<file path="config.mk">
export PLATFORM = sky130hd
export DESIGN_NAME = imurc_regs
export DESIGN_NICKNAME = d
export VERILOG_FILES = /design/src/rtl/imurc_sync_mult.v /design/src/rtl/imurc_cmd_seq.v /design/src/rtl/imurc_regs.v
export VERILOG_INCLUDE_DIRS = /design/src /design/src/rtl
export SDC_FILE = /design/constraint.sdc
export NUM_CORES = 2
export LEC_CHECK = 0
export ABC_AREA = 1
export BUFFER_PORTS_ARGS = -buffer_cell sky130_fd_sc_hd__buf_2
export CAP_MARGIN = 30
export CORE_ASPECT_RATIO = 2
export CORE_UTILIZATION = 60
export DETAILED_ROUTE_END_ITERATION = 6
export GPL_TIMING_DRIVEN = 0
export PLACE_DENSITY = 0.79
export SETUP_SLACK_MARGIN = 0.2
export SLEW_MARGIN = 20
export SYNTH_ARGS = -nofsm -noshare
export SYNTH_HDL_FRONTEND = slang
export SYNTH_SLANG_ARGS = --single-unit
</file>
<file path="constraint.sdc">
create_clock -name core_clk -period 90.2 [get_ports core_clk]
set_clock_uncertainty 0.2 [all_clocks]
set_input_delay 0 -clock core_clk [delete_from_list [all_inputs] [get_ports core_clk]]
set_output_delay 0 -clock core_clk [all_outputs]
set_load 0.01 [all_outputs]
</file>
<file path="src/rtl/imurc_map.vh">
`ifndef IMURC_MAP_VH
`define IMURC_MAP_VH
`define IMURC_ADDR_UP_LO     7'h62
`define IMURC_ADDR_UP_HI     7'h63
`define IMURC_ADDR_DEC_LO    7'h64
`define IMURC_ADDR_DEC_HI    7'h65
`define IMURC_ADDR_CMD_LO    7'h68
`define IMURC_ADDR_CMD_HI    7'h69
`define IMURC_ADDR_FW_LO     7'h6c
`define IMURC_ADDR_FW_HI     7'h6d
`define IMURC_ADDR_DM_LO     7'h6e
`define IMURC_ADDR_DM_HI     7'h6f
`define IMURC_ADDR_YR_LO     7'h70
`define IMURC_ADDR_YR_HI     7'h71
`define IMURC_UP_RESET       16'h07d0
`define IMURC_DEC_RESET      16'h0000
`define IMURC_DEC_MAX        11'h7cf
`define IMURC_DEC_BITS       11
`define IMURC_CMD_RESET_BIT  7
`define IMURC_CMD_FTEST_BIT  4
`define IMURC_CMD_FSAVE_BIT  3
`define IMURC_CMD_STEST_BIT  2
`define IMURC_CMD_RESTR_BIT  1
`define IMURC_DIAG_FTEST_BIT 6
`define IMURC_DIAG_STEST_BIT 5
`define IMURC_DIAG_FSAVE_BIT 2
`define IMURC_MODE_INT       2'h0
`define IMURC_MODE_DIRECT    2'h1
`define IMURC_MODE_SCALED    2'h2
`define IMURC_MODE_OUT       2'h3
`define IMURC_CLK_HZ         40000000
`define IMURC_INT_RATE_HZ    2000
`define IMURC_INT_DIV        (`IMURC_CLK_HZ / `IMURC_INT_RATE_HZ)
`define IMURC_DEC_LAT_NS     30000
`define IMURC_DEC_LAT_CYC    ((`IMURC_DEC_LAT_NS * 40) / 1000)
`define IMURC_PHASE_CYC      16
`define IMURC_SCALE_MIN_HZ   1
`define IMURC_SCALE_MAX_HZ   128
`endif

</file>
<file path="src/rtl/imurc_sync_mult.v">
`timescale 1ns/1ps
// scaled sync: measures sync period in core clocks, emits factor ticks per period
module imurc_sync_mult #(
  parameter CW = 26
) (
  input  wire          core_clk,
  input  wire          rst,
  input  wire          sync_edge,
  input  wire [15:0]   factor,
  output reg           tick
);
  reg [CW-1:0] period_cnt_reg;
  reg [CW-1:0] step_reg;
  reg [CW-1:0] phase_reg;
  reg [15:0]   left_reg;
  wire [15:0]  fac16 = (factor == 16'h0000) ? 16'h0001 : factor;
  wire [CW-1:0] fac_w = {{(CW-16){1'b0}}, fac16};

  always @(posedge core_clk or posedge rst) begin
    if (rst) begin
      period_cnt_reg <= {CW{1'b0}};
      step_reg       <= {CW{1'b0}};
      phase_reg      <= {CW{1'b0}};
      left_reg       <= 16'h0000;
      tick           <= 1'b0;
    end else begin
      tick <= 1'b0;
      if (sync_edge) begin
        // division once per sync edge; sync is at most 128 Hz
        // counter holds period minus one; the edge itself is one of the ticks
        step_reg       <= (period_cnt_reg + {{(CW-1){1'b0}}, 1'b1}) / fac_w;
        period_cnt_reg <= {CW{1'b0}};
        phase_reg      <= {CW{1'b0}};
        left_reg       <= fac16 - 16'h0001;
        tick           <= 1'b1;
      end else begin
        if (period_cnt_reg != {CW{1'b1}})
          period_cnt_reg <= period_cnt_reg + 1'b1;
        // never more than factor ticks per sync period, even when it shrinks
        if (step_reg != {CW{1'b0}} && left_reg != 16'h0000) begin
          if (phase_reg + 1'b1 >= step_reg) begin
            phase_reg <= {CW{1'b0}};
            left_reg  <= left_reg - 16'h0001;
            tick      <= 1'b1;
          end else begin
            phase_reg <= phase_reg + 1'b1;
          end
        end
      end
    end
  end
endmodule // imurc_sync_mult

</file>
<file path="src/rtl/imurc_cmd_seq.v">
`timescale 1ns/1ps
`include "imurc_map.vh"
// runs one global command at a time; busy holds off data and the port
module imurc_cmd_seq #(
  parameter RST_CYC   = 400,
  parameter FTEST_CYC = 800,
  parameter FSAVE_CYC = 800,
  parameter STEST_CYC = 600,
  parameter RESTR_CYC = 400
) (
  input  wire        core_clk,
  input  wire        rst,
  input  wire [4:0]  start,
  input  wire        flash_crc_bad,
  input  wire        flash_save_fail,
  input  wire        stest_fail,
  output reg         busy,
  output reg  [4:0]  op_reg,
  output reg         done,
  output reg         stim_on,
  output reg         ftest_flag,
  output reg         fsave_flag,
  output reg         stest_flag
);
  localparam S_IDLE = 4'b0001;
  localparam S_RUN  = 4'b0010;
  localparam S_STIM = 4'b0100;
  localparam S_DONE = 4'b1000;
  reg [3:0]  state_reg;
  reg [15:0] cnt_reg;
  function [15:0] op_len;
    input [4:0] op;
    begin
      case (op)
        5'h10:   op_len = RST_CYC[15:0];
        5'h08:   op_len = FTEST_CYC[15:0];
        5'h04:   op_len = FSAVE_CYC[15:0];
        5'h02:   op_len = STEST_CYC[15:0];
        default: op_len = RESTR_CYC[15:0];
      endcase
    end
  endfunction
  // start[4]=reset, [3]=flash test, [2]=flash save, [1]=self test, [0]=restore
  wire [4:0] pick = start[4] ? 5'h10 : start[3] ? 5'h08 : start[2] ? 5'h04 :
                    start[1] ? 5'h02 : start[0] ? 5'h01 : 5'h00;
  always @(posedge core_clk or posedge rst) begin
    if (rst) begin
      state_reg  <= S_IDLE;
      cnt_reg    <= 16'h0000;
      op_reg     <= 5'h00;
      busy       <= 1'b0;
      done       <= 1'b0;
      stim_on    <= 1'b0;
      ftest_flag <= 1'b0;
      fsave_flag <= 1'b0;
      stest_flag <= 1'b0;
    end else begin
      done <= 1'b0;
      case (state_reg)
        S_IDLE: begin
          if (pick != 5'h00) begin
            op_reg    <= pick;
            cnt_reg   <= op_len(pick);
            busy      <= 1'b1;
            state_reg <= S_RUN;
          end
        end
        S_RUN: begin
          if (cnt_reg != 16'h0000) begin
            cnt_reg <= cnt_reg - 16'h0001;
          end else if (op_reg == 5'h02 && !stim_on) begin
            stim_on   <= 1'b1;
            cnt_reg   <= op_len(op_reg);
            state_reg <= S_STIM;
          end else begin
            state_reg <= S_DONE;
          end
        end
        S_STIM: begin
          if (cnt_reg != 16'h0000) begin
            cnt_reg <= cnt_reg - 16'h0001;
          end else begin
            stim_on   <= 1'b0;
            state_reg <= S_DONE;
          end
        end
        S_DONE: begin
          if (op_reg == 5'h08 && flash_crc_bad)
            ftest_flag <= 1'b1;
          if (op_reg == 5'h04)
            fsave_flag <= flash_save_fail;
          if (op_reg == 5'h02)
            stest_flag <= stest_fail;
          if (op_reg == 5'h10) begin
            ftest_flag <= 1'b0;
            fsave_flag <= 1'b0;
            stest_flag <= 1'b0;
          end
          busy      <= 1'b0;
          done      <= 1'b1;
          state_reg <= S_IDLE;
        end
        default: state_reg <= S_IDLE;
      endcase
    end
  end
endmodule // imurc_cmd_seq

</file>
<file path="src/rtl/imurc_regs.v">
`timescale 1ns/1ps
`include "imurc_map.vh"
module imurc_regs #(
  parameter FW_VERSION   = 16'h0100,
  parameter CFG_MONTHDAY = 16'h0101,
  parameter CFG_YEAR     = 16'h2000,
  parameter DEC_LAT_CYC  = `IMURC_DEC_LAT_CYC,
  parameter INT_DIV      = `IMURC_INT_DIV,
  parameter SW           = 16
) (
  input  wire          core_clk,
  input  wire          rst,
  input  wire          wr_stb,
  input  wire          rd_stb,
  input  wire [6:0]    addr,
  input  wire [7:0]    wdata,
  output reg  [15:0]   rdata,
  output reg           rvalid,
  input  wire [15:0]   misc_control_in,
  input  wire [15:0]   filter_control_in,
  output reg  [15:0]   misc_control_restore,
  output reg  [15:0]   filter_control_restore,
  output reg           control_restore_stb,
  output reg  [191:0]  bias_correction_words,
  input  wire          sync_pin,
  output reg           sync_out,
  output reg           sync_oe_n,
  input  wire [SW-1:0] gyro_sample,
  input  wire [SW-1:0] accel_sample,
  output reg  [SW-1:0] gyro_avg,
  output reg  [SW-1:0] accel_avg,
  output reg  [31:0]   delta_angle,
  output reg  [31:0]   delta_velocity,
  output reg           sample_ready_strobe,
  input  wire          flash_crc_bad,
  input  wire          flash_save_fail,
  input  wire          stest_fail,
  output wire          stimulus_on,
  output wire          cmd_busy,
  output wire [7:0]    diagnostic_flags
);
  reg [15:0] sync_rate_multiplier_reg;
  reg [15:0] up_active_reg;
  reg [1:0]  mode_active_reg;
  reg [10:0] dec_shadow_reg;
  reg [10:0] decimation_count_reg;
  reg [15:0] dec_lat_reg;
  reg        sync_s1_reg;
  reg        sync_s2_reg;
  reg        sync_prev_reg;
  reg [15:0] int_cnt_reg;
  reg        int_tick_reg;
  reg [10:0] samp_cnt_reg;
  reg [SW+10:0] gyro_acc_reg;
  reg [SW+10:0] accel_acc_reg;
  reg [31:0] dang_acc_reg;
  reg [31:0] dvel_acc_reg;
  reg        restart_reg;
  reg [4:0]  cmd_start;
  wire       seq_done;
  wire [4:0] seq_op;
  wire       ftest_flag;
  wire       fsave_flag;
  wire       stest_flag;
  wire       scaled_tick;
  wire       sync_edge = sync_s2_reg & ~sync_prev_reg;
  wire [1:0] mode_cfg = misc_control_in[3:2];

  imurc_cmd_seq u_seq (
    .core_clk        (core_clk),
    .rst             (rst),
    .start           (cmd_start),
    .flash_crc_bad   (flash_crc_bad),
    .flash_save_fail (flash_save_fail),
    .stest_fail      (stest_fail),
    .busy            (cmd_busy),
    .op_reg          (seq_op),
    .done            (seq_done),
    .stim_on         (stimulus_on),
    .ftest_flag      (ftest_flag),
    .fsave_flag      (fsave_flag),
    .stest_flag      (stest_flag)
  );

  imurc_sync_mult u_mult (
    .core_clk  (core_clk),
    .rst       (rst),
    .sync_edge (sync_edge & ~cmd_busy),
    .factor    (up_active_reg),
    .tick      (scaled_tick)
  );

  assign diagnostic_flags = {1'b0, ftest_flag, stest_flag, 2'b00, fsave_flag, 2'b00};

  function is_addr;
    input [6:0] a;
    input [6:0] b;
    begin
      is_addr = (a == b);
    end
  endfunction

  function [SW+10:0] sext_acc;
    input [SW-1:0] s;
    begin
      sext_acc = {{11{s[SW-1]}}, s};
    end
  endfunction

  function [31:0] sext_delta;
    input [SW-1:0] s;
    begin
      sext_delta = {{(32-SW){s[SW-1]}}, s};
    end
  endfunction

  wire soft_reset_done = seq_done & (seq_op == 5'h10);
  wire restore_done    = seq_done & (seq_op == 5'h01);
  wire wr_ok = wr_stb & ~cmd_busy;
  wire rd_ok = rd_stb & ~cmd_busy;

  always @* begin
    cmd_start = 5'h00;
    if (wr_ok && is_addr(addr, `IMURC_ADDR_CMD_LO)) begin
      cmd_start = {wdata[`IMURC_CMD_RESET_BIT], wdata[`IMURC_CMD_FTEST_BIT],
                   wdata[`IMURC_CMD_FSAVE_BIT], wdata[`IMURC_CMD_STEST_BIT],
                   wdata[`IMURC_CMD_RESTR_BIT]};
    end
  end

  always @(posedge core_clk or posedge rst) begin
    if (rst) begin
      sync_rate_multiplier_reg <= `IMURC_UP_RESET;
      dec_shadow_reg           <= 11'h000;
      decimation_count_reg     <= 11'h000;
      dec_lat_reg              <= 16'h0000;
      bias_correction_words    <= 192'h0;
      misc_control_restore     <= 16'h0000;
      filter_control_restore   <= 16'h0000;
      control_restore_stb      <= 1'b0;
    end else begin
      control_restore_stb <= 1'b0;
      if (wr_ok) begin
        // stored at once; multiplier applied at restart, decimation after DEC_LAT_CYC cycles
        if (is_addr(addr, `IMURC_ADDR_UP_LO))
          sync_rate_multiplier_reg[7:0] <= wdata;
        if (is_addr(addr, `IMURC_ADDR_UP_HI))
          sync_rate_multiplier_reg[15:8] <= wdata;
        if (is_addr(addr, `IMURC_ADDR_DEC_LO)) begin
          dec_shadow_reg[7:0] <= wdata;
          dec_lat_reg         <= DEC_LAT_CYC[15:0];
        end
        if (is_addr(addr, `IMURC_ADDR_DEC_HI)) begin
          dec_shadow_reg[10:8] <= wdata[2:0];
          dec_lat_reg          <= DEC_LAT_CYC[15:0];
        end
      end
      if (dec_lat_reg != 16'h0000) begin
        dec_lat_reg <= dec_lat_reg - 16'h0001;
        if (dec_lat_reg == 16'h0001)
          decimation_count_reg <= (dec_shadow_reg > `IMURC_DEC_MAX) ?
                                  `IMURC_DEC_MAX : dec_shadow_reg;
      end
      if (restore_done) begin
        dec_shadow_reg         <= 11'h000;
        decimation_count_reg   <= 11'h000;
        bias_correction_words  <= 192'h0;
        misc_control_restore   <= 16'h0000;
        filter_control_restore <= 16'h0000;
        control_restore_stb    <= 1'b1;
      end
      if (soft_reset_done) begin
        sync_rate_multiplier_reg <= `IMURC_UP_RESET;
        dec_shadow_reg           <= 11'h000;
        decimation_count_reg     <= 11'h000;
        dec_lat_reg              <= 16'h0000;
      end
    end
  end

  always @(posedge core_clk or posedge rst) begin
    if (rst) begin
      rdata  <= 16'h0000;
      rvalid <= 1'b0;
    end else begin
      rvalid <= rd_ok;
      if (rd_ok) begin
        case ({addr[6:1], 1'b0})
          `IMURC_ADDR_UP_LO:  rdata <= up_active_reg;
          `IMURC_ADDR_DEC_LO: rdata <= {5'h00, decimation_count_reg};
          `IMURC_ADDR_FW_LO:  rdata <= FW_VERSION;
          `IMURC_ADDR_DM_LO:  rdata <= CFG_MONTHDAY;
          `IMURC_ADDR_YR_LO:  rdata <= {2'b00, CFG_YEAR[13:0]};
          default:            rdata <= 16'h0000;
        endcase
      end
    end
  end

  // readback shows active copy only after restart
  always @(posedge core_clk or posedge rst) begin
    if (rst) begin
      up_active_reg   <= `IMURC_UP_RESET;
      mode_active_reg <= `IMURC_MODE_INT;
      restart_reg     <= 1'b0;
    end else begin
      restart_reg <= (sync_rate_multiplier_reg != up_active_reg) ||
                     (mode_cfg != mode_active_reg);
      if (restart_reg && samp_cnt_reg == 11'h000) begin
        up_active_reg   <= sync_rate_multiplier_reg;
        mode_active_reg <= mode_cfg;
      end
    end
  end

  always @(posedge core_clk or posedge rst) begin
    if (rst) begin
      sync_s1_reg   <= 1'b0;
      sync_s2_reg   <= 1'b0;
      sync_prev_reg <= 1'b0;
      int_cnt_reg   <= 16'h0000;
      int_tick_reg  <= 1'b0;
      sync_out      <= 1'b0;
      sync_oe_n     <= 1'b1;
    end else begin
      sync_s1_reg   <= sync_pin;
      sync_s2_reg   <= sync_s1_reg;
      sync_prev_reg <= sync_s2_reg;
      int_tick_reg  <= 1'b0;
      if (int_cnt_reg == INT_DIV[15:0] - 16'h0001 || cmd_busy) begin
        int_cnt_reg  <= 16'h0000;
        int_tick_reg <= ~cmd_busy;
      end else begin
        int_cnt_reg <= int_cnt_reg + 16'h0001;
      end
      sync_oe_n <= (mode_active_reg != `IMURC_MODE_OUT);
      sync_out  <= (int_cnt_reg < INT_DIV[15:0] / 16'h0002);
    end
  end

  reg samp_tick;
  always @* begin
    case (mode_active_reg)
      `IMURC_MODE_DIRECT: samp_tick = sync_edge;
      `IMURC_MODE_SCALED: samp_tick = scaled_tick;
      default:            samp_tick = int_tick_reg;
    endcase
  end

  // signed sums; an unsigned divide corrupts negative averages
  wire signed [SW+10:0] gyro_sum  = gyro_acc_reg + sext_acc(gyro_sample);
  wire signed [SW+10:0] accel_sum = accel_acc_reg + sext_acc(accel_sample);
  wire signed [SW+10:0] avg_div   = {{SW{1'b0}}, decimation_count_reg + 11'h001};
  wire signed [SW+10:0] gyro_quo  = gyro_sum / avg_div;
  wire signed [SW+10:0] accel_quo = accel_sum / avg_div;
  wire [31:0]           dang_sum  = dang_acc_reg + sext_delta(gyro_sample);
  wire [31:0]           dvel_sum  = dvel_acc_reg + sext_delta(accel_sample);

  always @(posedge core_clk or posedge rst) begin
    if (rst) begin
      samp_cnt_reg        <= 11'h000;
      gyro_acc_reg        <= {(SW+11){1'b0}};
      accel_acc_reg       <= {(SW+11){1'b0}};
      dang_acc_reg        <= 32'h0;
      dvel_acc_reg        <= 32'h0;
      gyro_avg            <= {SW{1'b0}};
      accel_avg           <= {SW{1'b0}};
      delta_angle         <= 32'h0;
      delta_velocity      <= 32'h0;
      sample_ready_strobe <= 1'b0;
    end else begin
      sample_ready_strobe <= 1'b0;
      if (cmd_busy || restart_reg) begin
        samp_cnt_reg  <= 11'h000;
        gyro_acc_reg  <= {(SW+11){1'b0}};
        accel_acc_reg <= {(SW+11){1'b0}};
        dang_acc_reg  <= 32'h0;
        dvel_acc_reg  <= 32'h0;
        if (soft_reset_done || seq_op == 5'h10) begin
          gyro_avg       <= {SW{1'b0}};
          accel_avg      <= {SW{1'b0}};
          delta_angle    <= 32'h0;
          delta_velocity <= 32'h0;
        end
      end else if (samp_tick) begin
        if (samp_cnt_reg >= decimation_count_reg) begin
          samp_cnt_reg        <= 11'h000;
          gyro_avg            <= gyro_quo[SW-1:0];
          accel_avg           <= accel_quo[SW-1:0];
          delta_angle         <= dang_sum;
          delta_velocity      <= dvel_sum;
          gyro_acc_reg        <= {(SW+11){1'b0}};
          accel_acc_reg       <= {(SW+11){1'b0}};
          dang_acc_reg        <= 32'h0;
          dvel_acc_reg        <= 32'h0;
          sample_ready_strobe <= 1'b1;
        end else begin
          samp_cnt_reg  <= samp_cnt_reg + 11'h001;
          gyro_acc_reg  <= gyro_sum;
          accel_acc_reg <= accel_sum;
          dang_acc_reg  <= dang_sum;
          dvel_acc_reg  <= dvel_sum;
        end
      end
    end
  end
endmodule // imurc_regs

</file>
==> impl_metrics.csv <==
group,metric,value,unit
outcome,status,"finished clean",
job,cap_violations,0,
sta,final.setup.tns,0,ps
detailed_routing,vias,80303,
floorplan,initial_utilization,60.51,%
final_layout,drive_above_1_share,10.51,%
setup_path,critPathMaxStageDelay,690,ps
logic_synthesis,avgSynthCellArea,6.429,um^2
logic_synthesis,postSynthCellCount,11831,
clock_tree,cts_resized,0,
final_layout,num-nets-final,13479,
logic_synthesis,synth-seq-cells,465,
sta,max_freq,12.38,MHz
logic_synthesis,ys.flop_type,"dfrtp_1",
floorplan,pin_count,438,
final_layout,final_core_util,66.56,%
clock_tree,h-tree-depth,2,
logic_synthesis,seq_area_frac_synth,15.32,%
final_layout,nFillCells,11659,
floorplan,die_area,128300,um^2
detailed_routing,ant_nets,0,
detailed_routing,drt_iter0_markers,4588,
global_routing,track_usage,37.69,%
sta,whs,49.33,ps
setup_path,startpoint_type,"register",
detailed_routing,wl_per_cell,17.32,um
global_routing,grt_pass1_wl,390200,um
floorplan,coreArea,125700,um^2
sta,slew_headroom,26.10,%
placed_design,place_area,80760,um^2
floorplan,die_x,253.8,um
detailed_routing,viasPerCell,5.675,
final_layout,layout_common_cells,"2,894 x nand2_1, 1,580 x inv_1, 1,114 x o21ai_0",
clock_tree,cts_tree,"done",
setup_path,path_common_cell,"nand2_1",
placed_design,dp_hpwl,199900,um
clock_tree,post_cts_buffers,0,
clock_tree,clock_latency,670,ps
logic_synthesis,ys_warn_count,0,
setup_path,endpoint_kind,"register",
final_layout,area_growth,10.01,%
logic_synthesis,synth-async-reset-ratio,100.0,%
sta,tightest_slew,1109,ps
clock_tree,clockRootBuffer,"clkbuf_16",
final_layout,design_area,83670,um^2
sta,report.final.setup_viol,0,
clock_tree,path_clk_slew,70,ps
floorplan,core.rowCount,184,
sta,finalHoldViolCount,0,
min_path,hold_path.class,"in2reg",
sta,fin_crit,80810,ps
global_routing,antenna_found_initial,13,
clock_tree,clock-sinks,465,
detailed_routing,route.detailed.drc,0,
logic_synthesis,synth_area,76060,um^2
sta,rsz0062_at_grt,"no",
placed_design,io_buffers,178,
setup_path,worstSetupPathType,"reg2reg",
global_routing,grt_pass1_vias,80392,
clock_tree,clk_path_buf_depth,3,
placed_design,gp_congestion,0.9943,
sta,drv_slew,0,
global_routing,grt_overflow_total,0,
setup_path,path_max_fanout,10,
floorplan,die_h,505.5,um
global_routing,grt_max_degree,100,
final_layout,layout_commonest_cell,"nand2_1",
setup_path,crit_arrival,81130,ps
sta,fin_crit_sh,89.59,%
clock_tree,cts_inserted_buffers,49,
logic_synthesis,synth_cell_types,90,
setup_path,slowest_stage,"a21oi_1",
logic_synthesis,synth_edf_count,0,
detailed_routing,drt_first_pass_iters,6,
detailed_routing,wirelength,245100,um
setup_path,required,90520,ps
-- kinds of logic after synthesis --
kind of cell	share of synthesized area (%)
xor+xnor	7.844
flops	15.32
mux	0.1908
compound gates	16.89
buf+inv	12.54
fa+ha+maj	15.85
simple gates	31.36
other cells	0.004930
-- path summary, 6_finish.rpt --
kind	cells past startpoint	end	from	slack, ps
min in group asynchronous	4	delta_angle[16]	rst	310
min reg2reg	0	sync_s2_reg	sync_s1_reg	170
max in group asynchronous	6	u_mult.step_reg[1]	rst	88070
max reg2reg	462	u_mult.step_reg[0]	u_mult.period_cnt_reg[0]	9390
min	4	dec_shadow_reg[0]	wdata[0]	50
max	462	u_mult.step_reg[0]	u_mult.period_cnt_reg[0]	9390
-- area by class of cell --
cell class	count	area (um^2)	area share, %
clock buffer	60	1338	1.599
clock inverter	30	426.7	0.5099
inverter	1667	6295	7.524
timing repair buffer	321	2753	3.290
multi-input combinational	9466	55830	66.73
sequential	465	11660	13.93
buffer	461	3254	3.890
antenna	6	15.01	0.01795
tap	1674	2095	2.503
-- routing by layer --
layer  share of wire, %  vias up  track usage (%)
li1                   -    39687                -
met4                 10        8            34.90
met5              0.020        -                0
met2                 51     2497            70.66
met3                5.1     1166            5.839
met1                 33    36945            33.92
-- worst max-delay path: cells and delay by family, from the launching register on --
family / cells / cell delay, ps
adder cells (fa/ha/maj): 26 / 8330
XOR/XNOR: 1 / 310
AND/OR/NAND/NOR: 134 / 16910
buffers and inverters: 102 / 17710
flip-flops: 1 / 490
multiplexers: 2 / 660
AO/OA/AOI/OAI: 197 / 35770
-- synth_stat cells, types with 40 or more instances --
library cell     n  share of area [%]
nand2_1       2897                 14
inv_1         1589                7.8
o21ai_0       1114                7.3
ha_1           957                 16
nor2_1         748                3.7
a21oi_1        695                4.6
nand3_1        616                4.1
dfrtp_1        451                 15
xor2_1         414                4.8
xnor2_1        264                3.0
buf_4          239                2.4
nand4_1        214                1.8
nand2_2        207                1.7
clkbuf_1       140               0.69
nor3_1         121               0.80
a21o_1         111                1.1
or2_2           95               0.78
o21bai_1        93               0.92
nand3_2         73               0.96
o21ai_1         65               0.43
nor2_2          63               0.52
inv_2           50               0.25
nor2_4          45               0.67
buf_6           43               0.64
o31ai_1         43               0.42
nand3b_1        40               0.39
-- repair_timing --
| action | in CTS | in global routing |
|---|---|---|
| hold buffers | 105 | 0 |
| setup endpoints to repair | 0 | 0 |
| endpoints found under the hold margin | 442 | 0 |
-- stage by stage --
step | cells | setup WS, ps
floorplan | 12059 | 24970
global placement | 13911 | 7923
detailed placement | 13944 | 10600
CTS | 14139 | 10230
global route | 14145 | 851.3
finish | 14150 | 9393
Power is not shown: default switching activity piles up to over one toggle a cycle in this logic, so the estimate is an artifact.
